<file path="config.mk">
export PLATFORM = sky130hd
export DESIGN_NAME = stack_cpu_core_datapath
export DESIGN_NICKNAME = d
export VERILOG_FILES = /design/src/rtl/core_pkg.sv /design/src/rtl/ram_port_if.sv /design/src/rtl/alu_unit.sv /design/src/rtl/nibble_ram.sv /design/src/rtl/stack_cpu_core_datapath.sv
export VERILOG_INCLUDE_DIRS = /design/src /design/src/rtl
export SDC_FILE = /design/constraint.sdc
export NUM_CORES = 2
export LEC_CHECK = 0
export ABC_AREA = 0
export BUFFER_PORTS_ARGS = -buffer_cell sky130_fd_sc_hd__buf_2
export CAP_MARGIN = 20
export CORE_ASPECT_RATIO = 1.25
export CORE_UTILIZATION = 40
export CTS_BUF_LIST = sky130_fd_sc_hd__clkbuf_16
export CTS_CLUSTER_DIAMETER = 60
export DETAILED_ROUTE_END_ITERATION = 12
export MAX_ROUTING_LAYER = met4
export PLACE_DENSITY = 0.66
export SLEW_MARGIN = 5
export SYNTH_ARGS = -nofsm -noshare
export SYNTH_HDL_FRONTEND = slang
export SYNTH_HIERARCHICAL = 1
export SYNTH_SLANG_ARGS = --single-unit
</file>
<file path="constraint.sdc">
create_clock -name mclk_in -period 24.9 [get_ports mclk_in]
set_input_delay 2.49 -clock mclk_in [delete_from_list [all_inputs] [get_ports mclk_in]]
set_output_delay 2.49 -clock mclk_in [all_outputs]
set_load 0.01 [all_outputs]
</file>
<file path="src/rtl/core_cfg.svh">
`ifndef CORE_CFG_SVH
`define CORE_CFG_SVH
// datapath widths
`define PC_W 12
`define ADDR_W 8
`define NIB_W 4
// reset values
`define PC_RESET 12'h000
`define PTR_RESET 8'h00
`define NIB_RESET 4'h0
`define FLAGS_RESET 4'h0
// return stack slot: pointer steps by four, three nibbles hold an entry
`define RP_STEP 8'h04
// interrupt vectors inside the zero page
`define VEC_STEP 12'h040
`define VEC_TOP 12'h1E0
`define IRQ_LEVELS 8
// condition flag bit positions
`define FLAG_C 0
`define FLAG_B 1
`define FLAG_I 3
// opcode groups, high nibble of the instruction byte
`define GRP_ALU 4'h0
`define GRP_MISC 4'h2
`define GRP_MEM 4'h3
`define GRP_BRANCH 4'h4
`define GRP_JUMP 4'h5
`define GRP_CALL 4'h6
`define GRP_LDPTR 4'h7
`define GRP_LIT 4'h8
`define GRP_IN 4'h9
`define GRP_OUT 4'hA
// miscellaneous operations, low nibble
`define OP_DROP 4'h0
`define OP_DUP 4'h1
`define OP_SET_BC 4'h2
`define OP_TOG_B 4'h3
`define OP_FLAG_ST 4'h4
`define OP_FLAG_LD 4'h5
`define OP_INT_OFF 4'h6
`define OP_INT_ON 4'h7
`define OP_SLEEP 4'h8
`define OP_RET 4'h9
`define OP_RTI 4'hA
`define OP_TABLE 4'hB
// memory operation modes, bits 3:2 of the low nibble
`define MODE_PREINC 2'h1
`define MODE_POSTDEC 2'h2
`endif

</file>
<file path="src/rtl/core_pkg.sv">
package core_pkg;
  // sequencer states, one step per machine cycle
  typedef enum logic [2:0] {st_fill, st_exec, st_rpush, st_rpop, st_tab_hi, st_tab_lo, st_mem2} core_state_e;
  typedef logic [11:0] pc_t;
  typedef logic [7:0] ram_addr_t;
  typedef logic [3:0] nibble_t;
endpackage

</file>
<file path="src/rtl/ram_port_if.sv">
`timescale 1ns/10ps
`default_nettype none
interface ram_port_if;
  import core_pkg::*;
  ram_addr_t addr; // nibble address
  nibble_t wdata; // write data
  logic we; // write strobe, one clock
  nibble_t rdata; // registered read data
  modport ctrl (output addr, output wdata, output we, input rdata);
  modport mem (input addr, input wdata, input we, output rdata);
endinterface
`default_nettype wire

</file>
<file path="src/rtl/alu_unit.sv">
`timescale 1ns/10ps
`default_nettype none
module alu_unit
(
  input wire logic [3:0] op_in,
  input wire logic [3:0] a_in,
  input wire logic [3:0] b_in,
  input wire logic cin_in,
  output logic [3:0] res_out,
  output logic cout_out,
  output logic bflag_out,
  output logic carry_wr_out,
  output logic flag_wr_out,
  output logic binary_out
);
  logic [4:0] wide; // result with carry in bit 4

  // a is the top item, b the second item
  always_comb
  begin
    wide = {1'b0, a_in};
    carry_wr_out = 1'b1;
    flag_wr_out = 1'b1;
    binary_out = 1'b0;
    case (op_in)
      4'h0: begin wide = {1'b0, b_in} + {1'b0, a_in}; binary_out = 1'b1; end
      4'h1: begin wide = {1'b0, b_in} + {1'b0, a_in} + {4'h0, cin_in}; binary_out = 1'b1; end
      4'h2: begin wide = {1'b0, b_in} - {1'b0, a_in}; binary_out = 1'b1; end
      4'h3: begin wide = {1'b0, b_in} - {1'b0, a_in} - {4'h0, cin_in}; binary_out = 1'b1; end
      // boolean group keeps the carry flag
      4'h4: begin wide = {1'b0, b_in & a_in}; carry_wr_out = 1'b0; binary_out = 1'b1; end
      4'h5: begin wide = {1'b0, b_in | a_in}; carry_wr_out = 1'b0; binary_out = 1'b1; end
      4'h6: begin wide = {1'b0, b_in ^ a_in}; carry_wr_out = 1'b0; binary_out = 1'b1; end
      4'h7: begin wide = {1'b0, ~a_in}; carry_wr_out = 1'b0; end
      // shifts and rotates move the carry as a fifth bit; C and D increment and decrement the top item
      4'h8: wide = {a_in, 1'b0};
      4'h9: wide = {a_in, cin_in};
      4'hA: wide = {a_in[0], 1'b0, a_in[3:1]};
      4'hB: wide = {a_in[0], cin_in, a_in[3:1]};
      4'hC: wide = {1'b0, a_in} + 5'h01;
      4'hD: wide = {1'b0, a_in} - 5'h01;
      // spare codes pass the top item and touch no flag
      default:
      begin
        carry_wr_out = 1'b0;
        flag_wr_out = 1'b0;
      end
    endcase
    res_out = wide[3:0];
    cout_out = wide[4];
    // branch flag: carry for arithmetic and shifts, zero result for boolean
    bflag_out = carry_wr_out ? wide[4] : (wide[3:0] == 4'h0);
  end
endmodule
`default_nettype wire

</file>
<file path="src/rtl/nibble_ram.sv">
`timescale 1ns/10ps
`default_nettype none
module nibble_ram #(
  parameter int ADDR_W = 8,
  parameter int DATA_W = 4
)
(
  input wire logic mclk_in,
  input wire logic ce_in,
  ram_port_if.mem port
);
  // storage array, no reset: contents are undefined until written
  logic [DATA_W-1:0] mem [2**ADDR_W];
  logic [DATA_W-1:0] rdata_r; // read data register

  // write then read; read returns the old word on a same-cycle write
  always_ff @(posedge mclk_in)
  begin
    if (ce_in)
    begin
      if (port.we)
      begin
        mem[port.addr] <= port.wdata;
      end
      rdata_r <= mem[port.addr];
    end
  end

  assign port.rdata = rdata_r;
endmodule
`default_nettype wire

</file>
<file path="src/rtl/stack_cpu_core_datapath.sv">
`timescale 1ns/10ps
`default_nettype none
`include "core_cfg.svh"
module stack_cpu_core_datapath
(
  input wire logic mclk_in,
  input wire logic srst_in,
  input wire logic ce_in,
  input wire logic [7:0] rom_data_in,
  output var core_pkg::pc_t rom_addr_out,
  input wire logic [7:0] irq_in,
  output var logic irq_ack_out,
  output var logic [2:0] irq_level_out,
  output var logic irq_return_out,
  input wire core_pkg::nibble_t io_data_in,
  output var core_pkg::nibble_t io_addr_out,
  output var core_pkg::nibble_t io_data_out,
  output var logic io_rd_out,
  output var logic io_wr_out,
  output var logic sleep_out,
  output var logic int_enable_out
);
  import core_pkg::*;

  // highest pending level wins
  function automatic logic [2:0] top_request(input logic [7:0] req);
    top_request = 3'h0;
    for (int i = 0; i < `IRQ_LEVELS; i++)
    begin
      if (req[i])
        top_request = 3'(i);
    end
  endfunction

  // levels 0 to 6 sit n+1 steps up and level 7 at 1E0, so level 0 stays clear of the reset entry at 000
  function automatic pc_t irq_vector(input logic [2:0] lvl);
    if (lvl == 3'h7)
      irq_vector = `VEC_TOP;
    else
      irq_vector = `VEC_STEP * ({9'h000, lvl} + 12'h001);
  endfunction

  core_state_e state_r, state_nxt; // sequencer
  logic phase_r, phase_nxt; // second clock of a machine cycle
  logic [1:0] cnt_r, cnt_nxt; // nibble step inside a multi-cycle op
  pc_t pc_r, pc_nxt; // program counter
  logic [7:0] ir_r, ir_nxt; // prefetched instruction
  ram_addr_t sp_r, sp_nxt; // expression stack pointer
  ram_addr_t rp_r, rp_nxt; // return stack pointer
  ram_addr_t xa_r, xa_nxt; // ram pointer a
  ram_addr_t yb_r, yb_nxt; // ram pointer b
  nibble_t tos_r, tos_nxt; // accumulator top
  nibble_t flags_r, flags_nxt; // condition flags
  pc_t ret_r, ret_nxt; // return address being stacked or unstacked
  logic [7:0] tmp_r, tmp_nxt; // table byte or fetched nibble
  logic ack_r, ack_nxt;
  logic [2:0] lvl_r, lvl_nxt;
  logic rti_r, rti_nxt;
  logic sleep_r, sleep_nxt;

  logic commit; // last clock of a machine cycle
  logic take_irq; // interrupt entry instead of the prefetched op
  logic [3:0] grp, lo; // opcode fields
  pc_t pc_inc;
  ram_addr_t ram_addr, ptr, eff;
  nibble_t ram_wdata, push_val, pop_val;
  logic wr_req, do_push, do_pop, do_adv, do_rcall;
  pc_t call_target, ret_val;
  logic [3:0] alu_res;
  logic alu_cout, alu_bflag, alu_cwr, alu_fwr, alu_bin;

  ram_port_if ram ();

  nibble_ram #(.ADDR_W(`ADDR_W), .DATA_W(`NIB_W)) u_ram
  (
    .mclk_in(mclk_in),
    .ce_in(ce_in),
    .port(ram.mem)
  );

  // operands are the top register and the second item read at sp
  alu_unit u_alu
  (
    .op_in(lo),
    .a_in(tos_r),
    .b_in(ram.rdata),
    .cin_in(flags_r[`FLAG_C]),
    .res_out(alu_res),
    .cout_out(alu_cout),
    .bflag_out(alu_bflag),
    .carry_wr_out(alu_cwr),
    .flag_wr_out(alu_fwr),
    .binary_out(alu_bin)
  );

  assign commit = ce_in & phase_r;
  assign grp = ir_r[7:4];
  assign lo = ir_r[3:0];
  assign pc_inc = pc_r + 12'h001;
  assign take_irq = (state_r == st_exec) && flags_r[`FLAG_I] && (|irq_in);
  // address stays put for both clocks, so read data is valid on the second
  assign ram.addr = ram_addr;
  assign ram.wdata = ram_wdata;
  assign ram.we = wr_req & commit;

  // next-state and datapath decode
  always_comb
  begin
    state_nxt = state_r;
    phase_nxt = ~phase_r;
    cnt_nxt = cnt_r;
    pc_nxt = pc_r;
    ir_nxt = ir_r;
    sp_nxt = sp_r;
    rp_nxt = rp_r;
    xa_nxt = xa_r;
    yb_nxt = yb_r;
    tos_nxt = tos_r;
    flags_nxt = flags_r;
    ret_nxt = ret_r;
    tmp_nxt = tmp_r;
    lvl_nxt = lvl_r;
    ack_nxt = 1'b0;
    rti_nxt = 1'b0;
    sleep_nxt = 1'b0;
    rom_addr_out = pc_r;
    ram_addr = sp_r;
    ram_wdata = tos_r;
    wr_req = 1'b0;
    io_rd_out = 1'b0;
    io_wr_out = 1'b0;
    do_push = 1'b0;
    do_pop = 1'b0;
    do_adv = 1'b0;
    do_rcall = 1'b0;
    push_val = tos_r;
    pop_val = ram.rdata;
    call_target = pc_r;
    ret_val = pc_r;
    ptr = lo[0] ? yb_r : xa_r;
    eff = (lo[3:2] == `MODE_PREINC) ? ptr + 8'h01 : ptr;
    case (state_r)
      // refill the prefetch after a counter load
      st_fill:
      begin
        do_adv = 1'b1;
        state_nxt = st_exec;
      end
      st_exec:
      begin
        if (take_irq)
        begin
          // short call to the vector; the prefetched op is replayed later
          lvl_nxt = top_request(irq_in);
          ack_nxt = commit;
          call_target = irq_vector(top_request(irq_in));
          ret_val = pc_r - 12'h001;
          do_rcall = 1'b1;
        end
        else if (ir_r[7:6] == 2'b11)
        begin
          // one-byte call into the zero page
          call_target = {3'h0, ir_r[5:0], 3'h0};
          do_rcall = 1'b1;
        end
        else
        begin
          case (grp)
            `GRP_ALU:
            begin
              do_adv = 1'b1;
              tos_nxt = alu_res;
              do_pop = alu_bin;
              pop_val = alu_res;
              if (alu_cwr)
                flags_nxt[`FLAG_C] = alu_cout;
              if (alu_fwr)
                flags_nxt[`FLAG_B] = alu_bflag;
            end
            `GRP_MISC:
            begin
              do_adv = 1'b1;
              case (lo)
                `OP_DROP: do_pop = 1'b1;
                `OP_DUP: do_push = 1'b1;
                `OP_SET_BC: flags_nxt[`FLAG_B:`FLAG_C] = 2'b11;
                `OP_TOG_B: flags_nxt[`FLAG_B] = ~flags_r[`FLAG_B];
                `OP_FLAG_ST:
                begin
                  flags_nxt = tos_r;
                  do_pop = 1'b1;
                end
                `OP_FLAG_LD:
                begin
                  do_push = 1'b1;
                  push_val = flags_r;
                end
                `OP_INT_OFF: flags_nxt[`FLAG_I] = 1'b0;
                `OP_INT_ON: flags_nxt[`FLAG_I] = 1'b1;
                `OP_SLEEP:
                begin
                  flags_nxt[`FLAG_I] = 1'b1;
                  sleep_nxt = commit;
                end
                `OP_RET, `OP_RTI:
                begin
                  // first nibble of the entry; pointer drops after the last
                  do_adv = 1'b0;
                  ram_addr = rp_r + 8'h01;
                  ret_nxt = {ram.rdata, ret_r[7:0]};
                  rti_nxt = commit && (lo == `OP_RTI);
                  cnt_nxt = 2'h1;
                  state_nxt = st_rpop;
                end
                `OP_TABLE:
                begin
                  // counter path fetches the constant, prefetch waits
                  do_adv = 1'b0;
                  rom_addr_out = {xa_r, tos_r};
                  tmp_nxt = rom_data_in;
                  state_nxt = st_tab_hi;
                end
                default: ;
              endcase
            end
            `GRP_MEM:
            begin
              // first cycle touches the pointed nibble, second the stack
              ram_addr = eff;
              if (lo[3:2] != `MODE_PREINC && lo[3:2] != `MODE_POSTDEC)
                ptr = eff;
              else if (lo[3:2] == `MODE_PREINC)
                ptr = eff;
              else
                ptr = eff - 8'h01;
              if (lo[0])
                yb_nxt = ptr;
              else
                xa_nxt = ptr;
              wr_req = lo[1];
              tmp_nxt = {4'h0, ram.rdata};
              state_nxt = st_mem2;
            end
            `GRP_BRANCH, `GRP_JUMP:
            begin
              // second byte is the word being prefetched now
              if (grp == `GRP_JUMP || flags_r[`FLAG_B])
                pc_nxt = {lo, rom_data_in};
              else
                pc_nxt = pc_inc;
              state_nxt = st_fill;
            end
            `GRP_CALL:
            begin
              call_target = {lo, rom_data_in};
              ret_val = pc_inc;
              do_rcall = 1'b1;
            end
            `GRP_LDPTR:
            begin
              // software sets up both stacks with this after reset
              case (lo[1:0])
                2'h0: sp_nxt = rom_data_in;
                2'h1: rp_nxt = rom_data_in;
                2'h2: xa_nxt = rom_data_in;
                default: yb_nxt = rom_data_in;
              endcase
              pc_nxt = pc_inc;
              state_nxt = st_fill;
            end
            `GRP_LIT:
            begin
              do_adv = 1'b1;
              do_push = 1'b1;
              push_val = lo;
            end
            `GRP_IN:
            begin
              do_adv = 1'b1;
              do_push = 1'b1;
              push_val = io_data_in;
              io_rd_out = commit;
            end
            `GRP_OUT:
            begin
              do_adv = 1'b1;
              do_pop = 1'b1;
              io_wr_out = commit;
            end
            default: do_adv = 1'b1;
          endcase
        end
      end
      // remaining two nibbles of a return entry, slot offset 0 unwritten
      st_rpush:
      begin
        ram_addr = rp_r + {6'h00, cnt_r} + 8'h01;
        ram_wdata = (cnt_r == 2'h1) ? ret_r[7:4] : ret_r[3:0];
        wr_req = 1'b1;
        cnt_nxt = cnt_r + 2'h1;
        if (cnt_r == 2'h2)
          state_nxt = st_fill;
      end
      st_rpop:
      begin
        ram_addr = rp_r + {6'h00, cnt_r} + 8'h01;
        cnt_nxt = cnt_r + 2'h1;
        if (cnt_r == 2'h1)
          ret_nxt = {ret_r[11:8], ram.rdata, ret_r[3:0]};
        else
        begin
          pc_nxt = {ret_r[11:4], ram.rdata};
          rp_nxt = rp_r - `RP_STEP;
          state_nxt = st_fill;
        end
      end
      st_tab_hi:
      begin
        do_push = 1'b1;
        push_val = tmp_r[7:4];
        state_nxt = st_tab_lo;
      end
      st_tab_lo:
      begin
        do_push = 1'b1;
        push_val = tmp_r[3:0];
        do_adv = 1'b1;
        state_nxt = st_exec;
      end
      st_mem2:
      begin
        do_adv = 1'b1;
        do_pop = lo[1];
        do_push = ~lo[1];
        push_val = tmp_r[3:0];
        state_nxt = st_exec;
      end
      default: state_nxt = st_fill;
    endcase
    // push: pre-increment, old top goes under the new one
    if (do_push)
    begin
      sp_nxt = sp_r + 8'h01;
      ram_addr = sp_nxt;
      ram_wdata = tos_r;
      wr_req = 1'b1;
      tos_nxt = push_val;
    end
    // pop: second item to the top register, then decrement
    if (do_pop)
    begin
      tos_nxt = pop_val;
      sp_nxt = sp_r - 8'h01;
    end
    // first nibble of a return entry goes out with the counter load
    if (do_rcall)
    begin
      ret_nxt = ret_val;
      rp_nxt = rp_r + `RP_STEP;
      ram_addr = rp_nxt + 8'h01;
      ram_wdata = ret_val[11:8];
      wr_req = 1'b1;
      pc_nxt = call_target;
      cnt_nxt = 2'h1;
      state_nxt = st_rpush;
    end
    // prefetch: next byte is taken while data is being accessed
    if (do_adv)
    begin
      ir_nxt = rom_data_in;
      pc_nxt = pc_inc;
    end
  end

  // state registers; machine state moves only on the second clock
  always_ff @(posedge mclk_in)
  begin
    if (srst_in)
    begin
      phase_r <= 1'b0;
      state_r <= st_fill;
      cnt_r <= 2'h0;
      pc_r <= `PC_RESET;
      ir_r <= 8'h00;
      sp_r <= `PTR_RESET;
      rp_r <= `PTR_RESET;
      xa_r <= `PTR_RESET;
      yb_r <= `PTR_RESET;
      tos_r <= `NIB_RESET;
      flags_r <= `FLAGS_RESET;
      ret_r <= `PC_RESET;
      tmp_r <= 8'h00;
      lvl_r <= 3'h0;
      ack_r <= 1'b0;
      rti_r <= 1'b0;
      sleep_r <= 1'b0;
    end
    else if (ce_in)
    begin
      phase_r <= phase_nxt;
      ack_r <= ack_nxt;
      rti_r <= rti_nxt;
      sleep_r <= sleep_nxt;
      if (phase_r)
      begin
        state_r <= state_nxt;
        cnt_r <= cnt_nxt;
        pc_r <= pc_nxt;
        ir_r <= ir_nxt;
        sp_r <= sp_nxt;
        rp_r <= rp_nxt;
        xa_r <= xa_nxt;
        yb_r <= yb_nxt;
        tos_r <= tos_nxt;
        flags_r <= flags_nxt;
        ret_r <= ret_nxt;
        tmp_r <= tmp_nxt;
        lvl_r <= lvl_nxt;
      end
    end
  end

  assign irq_ack_out = ack_r;
  assign irq_level_out = lvl_r;
  assign irq_return_out = rti_r;
  assign sleep_out = sleep_r;
  assign int_enable_out = flags_r[`FLAG_I];
  assign io_addr_out = lo;
  assign io_data_out = tos_r;

  wire exec_now = commit && (state_r == st_exec) && !take_irq;
endmodule
`default_nettype wire

</file>
# == Word level (Yosys, flattened, before mapping) ==
# Memory sizes are Yosys's and may differ from the RTL's. A register that Yosys moved wholly into a read port is not among the register bits.
# Index checks and enable logic that the tools add are counted.
# classes
addsub,20
n_eq_ne,72
muxes,163
n_bitwise,11
reduce_logical,63
# ops
cell,n
12-bit two-way mux,24
8-bit two-way mux,28
8-bit case mux with 2 select lines,6
12-bit case mux with 2 select lines,3
5-bit case mux with 14 select lines,1
4-bit two-way mux,17
8-bit AND reduction,7
1-bit two-way mux,48
8-bit by 1-bit adder with 8-bit output (second input constant),5
3-bit two-way mux,13
4-bit == test (second input constant),9
7-bit AND reduction,5
4-bit by 3-bit == test with 1-bit output (second input constant),8
4-bit case mux with 3 select lines,2
3-bit nonzero test,8
3-bit != test (second input constant),7
2-bit != test (second input constant),10
5-bit by 3-bit != test with 1-bit output (second input constant),4
9-bit AND reduction,2
2-bit OR reduction,9
4-bit by 2-bit == test with 1-bit output (second input constant),4
2-bit nonzero test,8
8-bit by 1-bit subtractor with 8-bit output (second input constant),2
3-bit by 2-bit != test with 1-bit output (second input constant),5
other kinds (54),94
# word_totals
reg_bits,92
mem_bits_rw,1024
input_bits,23
output_inout_bits,29
word_cells,352
memories,1
# mem_list
name,depth,width,rd,rd_clocked_by_memory_dff,wr,line,source
u_ram.mem,256,4,1,1,1,nibble_ram.sv:13,logic [DATA_W-1:0] mem [2**ADDR_W];

# == Depth between registers and ports, before layout ==
# depth
ltp_word,15
ltp_mapped,19
ltp_nobuf,16

# == Hierarchy ==
# The synthesis kept the hierarchy.
# by_module_without_submodules
mod,n_inst,cells_each,area_each_um2
nibble_ram,1,1937,39974.6
stack_cpu_core_datapath,1,1092,7833.8
alu_unit,1,175,1249.9

# == Worst setup path after synthesis ==
# OpenSTA, ideal clock, no wires.
# synth_path
kind,input port to flip-flop
start,input irq_in[7]
end,memory u_ram.mem[0][2] (data pin)
setup_ps,2187
arrival_ps,13833
slack_ps,8879
stages,6
path_cell_list,or4_1 buf_4 o21ai_2 a21oi_1 clkbuf_1 o21ai_0
# synth_via
elab_chain_cells,6
elab_cells_between_ends,10
# synth_rtl
item,line,source
"start, declared",stack_cpu_core_datapath.sv:11,"input wire logic [7:0] irq_in,"
8-bit OR reduction *,stack_cpu_core_datapath.sv:100,assign take_irq = (state_r == st_exec) && flags_r[`FLAG_I] && (|irq_in);
1-bit logical AND *,stack_cpu_core_datapath.sv:100,
1-bit two-way mux,stack_cpu_core_datapath.sv:151,if (take_irq)
1-bit case mux with 3 select lines,stack_cpu_core_datapath.sv:142,case (state_r)
4-bit two-way mux,stack_cpu_core_datapath.sv:341,if (do_push)
4-bit two-way mux *,stack_cpu_core_datapath.sv:356,if (do_rcall)
named net ram.wdata[2],ram_port_if.sv:6,nibble_t wdata;
"end, declared",nibble_ram.sv:13,
# Mark *: on every way through the listed nets, which the timed path passes. The rest lies on a longest branch.

# == Final worst setup path ==
# layout_path
start,input irq_in[7]
end,"register u_ram.rdata_r[2], in the netlist u_ram/port.rdata[2] (read register of u_ram.mem) (data pin)"
# layout_via
elab_chain_cells,6
elab_cells_between_ends,10
# layout_rtl
item,line,source
8-bit OR reduction *,stack_cpu_core_datapath.sv:100,
1-bit logical AND *,stack_cpu_core_datapath.sv:100,
1-bit two-way mux / 8-bit two-way mux (equally long branches),stack_cpu_core_datapath.sv:151,
1-bit case mux with 3 select lines / 8-bit case mux with 2 select lines (equally long branches),stack_cpu_core_datapath.sv:142,
8-bit two-way mux,stack_cpu_core_datapath.sv:341,
8-bit two-way mux *,stack_cpu_core_datapath.sv:356,
named net ram.addr[0],ram_port_if.sv:5,ram_addr_t addr;
"end, declared",nibble_ram.sv:14,logic [DATA_W-1:0] rdata_r;
# Marks and branches as above.
# A chain may end at the register's enable or synchronous reset.

==> flow_metrics.py <==
metrics = {
    "status": {
        "run_status": "finished with violations",
        "violations": "design-rule violations",
    },
    "timing": {
        "setup_viol": 0,
        "slew_headroom": 0.160,
        "finalCritPeriodShare": 0.350,
        "final-max-slew-violation-count": 0,
        "tightest_slew_ns": 1.26,
        "final_hold_viol_count": 0,
        "fmax_mhz": 115,
        "rsz0062_at_grt": "no",
        "fin_hold_ws_ns": 0.451,
        "fin_tns_setup_ns": 0,
        "fin_skew_ns": 0.0494,
        "finalWorstSetupSlack_ns": 16.18,
        "fin_crit_ns": 8.72,
    },
    "placed_design": {
        "dp_hpwl_um": 76700,
        "routabilityCongestion": 0.966,
        "io_buffers": 51,
        "place_ws_ns": 15.54,
    },
    "grt": {
        "grt_pass1_vias": 29000,
        "grt_max_degree": 257,
        "antenna_found_initial": 1,
        "grt.overflow.total": 0,
        "grt_pass1_wl_um": 187000,
        "gr-usage-all-layers": 0.206,
    },
    "die": {
        "ios": 52,
        "die_area_um2": 124000,
        "dieWidth_um": 315,
        "design.core.area_um2": 122000,
        "die_h_um": 394,
        "rows": 143,
        "floorplan.initialDensity": 0.403,
    },
    "clock_network": {
        "ctsResizeCount": 0,
        "cts_buffer_depth": 3,
        "tritoncts": "yes",
        "clk_latency_ns": 0.71,
        "cts.clk_slew.worst_paths_ns": 0.06,
        "cts_buffers": 104,
        "cts_setup_buffers": 0,
        "cts_hold_buf": 0,
        "clockRootBuffer": "clkbuf_16",
        "numClockSinks": 1120,
        "htree_num_levels": 3,
    },
    "critical_path": {
        "crit_path_top_delay_cell": "o41ai_1",
        "arrival_ns": 9.16,
        "r2r_setup_slack_ns": 17.30,
        "start_kind": "input pin",
        "cp_common_cell": "buf_4",
        "cp.required_ns": 25.33,
        "cp_slowest_stage_delay_ns": 0.81,
        "path_max_fanout": 110,
        "crit_chain": "buf_2 > or4_1 > o211a_1 > nor2_1 > buf_4 > o21ai_0 > o22ai_4 > buf_12 > buf_4 > buf_4 > mux4_2 > a22oi_1 > a21oi_1 > o41ai_1 > nand4_1",
        "endpoint_kind": "flop",
        "criticalPathCategory": "in -> reg",
    },
    "worst_hold_path": {
        "hold_class": "reg -> reg",
    },
    "synthesis": {
        "synth-edff-count": 1028,
        "synthTopCellsByArea": "edfxtp_1 63%, mux4_2 11%, dfxtp_1 3.8%",
        "postSynthNetCount": 3265,
        "synth-main-ff-cell": "edfxtp_1",
        "syn-cell-area_um2": 49100,
        "yosysTopAreaCellShare": 0.629,
        "syn_area_per_cell_um2": 15.3,
        "syn-instance-count": 3204,
        "synthMostInstantiatedCell": "edfxtp_1",
        "synth_area_leader_cell": "edfxtp_1",
        "synth_seq_area_share": 0.667,
        "synth_common_cells": "1,028 x edfxtp_1, 392 x nor2_1, 250 x mux4_2",
        "ys_warn_count": 6,
        "async_flop_share": 0,
        "synth-seq-cells": 1120,
        "ys_types": 99,
    },
    "power": {
        "leakagePower_nw": 16.7,
        "peakVddDrop_uv": 64.1,
        "p_per_area_nw_per_um2": 70.1,
    },
    "detailed_routing": {
        "finalWirelength_um": 125000,
        "avgRoutedWirePerCell_um": 25.7,
        "dr_total_vias": 29100,
        "viasPerCell": 5.99,
        "dr.pass1.iters": 12,
        "drc_errors": 11,
        "postRouteAntennaNets": 0,
        "drtIter0Drc": 2991,
    },
    "job": {
        "drv_cap": 0,
    },
    "layout": {
        "syn_to_final_growth_pct": 10.9,
        "drive_gt1_frac": 0.177,
        "final_util": 0.447,
        "diodes": 0,
        "nets": 3242,
    },
}
## worst paths after layout
| check | to | cells after the start | startpoint |
|---|---|---|---|
| worst min-delay path | tmp_r[6] | 2 | tmp_r[6] |
| worst max-delay path | u_ram/port.rdata[2] | 15 | irq_in[7] |
| worst min register to register | tmp_r[6] | 2 | tmp_r[6] |
| worst max register to register | u_ram/port.rdata[2] | 14 | state_r[0] |
## per-stage QoR
step           instances  total power (W)  instance area [µm²]
2_1_floorplan       3204          0.00218                49100
3_3_place_gp        4668          0.00222                50800
3_5_place_dp        4669          0.00222                50900
4_1_cts             4864          0.00384                54400
5_1_grt             4865          0.00391                54400
6_report            4865          0.00382                54400
## registers in the layout, indices dropped and copies added (netlist names), 8 cells and up
| signal | flops |
|---|---|
| ir_r | 8 |
| tmp_r | 8 |
| u_ram/mem | 1024 |
| ret_r | 12 |
| sp_r | 8 |
| yb_r | 8 |
| rp_r | 8 |
| pc_r | 12 |
| xa_r | 8 |
## worst max-delay path: cells and delay by family
| kind | cells | cell delay, ns |
|---|---|---|
| muxes | 1 | 0.58 |
| buffers and inverters | 5 | 2.46 |
| and+or+nand+nor | 3 | 1.15 |
| AOI/OAI and AO/OA | 6 | 2.22 |
## layout by cell type (no fill, tap or decap), drive strengths merged, types with 18 or more instances in the layout
cell    count
nor3       39
nand2b     18
a211oi     21
a21oi     156
a31oi      27
clkinv     43
nand2     148
xor2       23
nor2      393
o211ai     19
mux2i      42
o41ai      18
edfxtp   1028
nor2b      19
a22oi     142
clkbuf    105
buf       111
xnor2      34
nand3      57
ha         35
o21ai      91
inv        80
mux4      257
dfxtp      92
## per-layer routing
metal,GRT usage,vias up,share of wire
met2,0.340,1363,0.50
met5,-,-,0
met1,0.256,14800,0.38
met3,0.0292,271,0.075
li1,-,12700,-
met4,0.0810,0,0.038
## report_power, final
group	switching, W	internal, W	leakage, nW	total [W]
Combinational	0.0000859	0.0000508	4.64	0.000137
Clock	0.000713	0.000925	1.77	0.00164
Sequential	0.00000672	0.00203	10.3	0.00204
## layout make-up
type                       count  area, µm²
clock buffer                 104       2600
timing repair buffer         112        792
tap                         1595       2000
sequential                  1120      32700
multi-input combinational   1787      15200
fill                       10500      67300
clock inverter                91        936
inverter                      56        210
## cells by family after synthesis
kind of cell,Yosys count,share of synthesized area
adder cells (fa/ha/maj),39,0.0104
flip-flops,1120,0.667
buffers and inverters,297,0.0273
XOR/XNOR,57,0.0102
AND/OR/NAND/NOR,766,0.0702
AO/OA/AOI/OAI,613,0.0851
multiplexers,312,0.130
No activity file was read; power rests on OpenSTA's default activity.
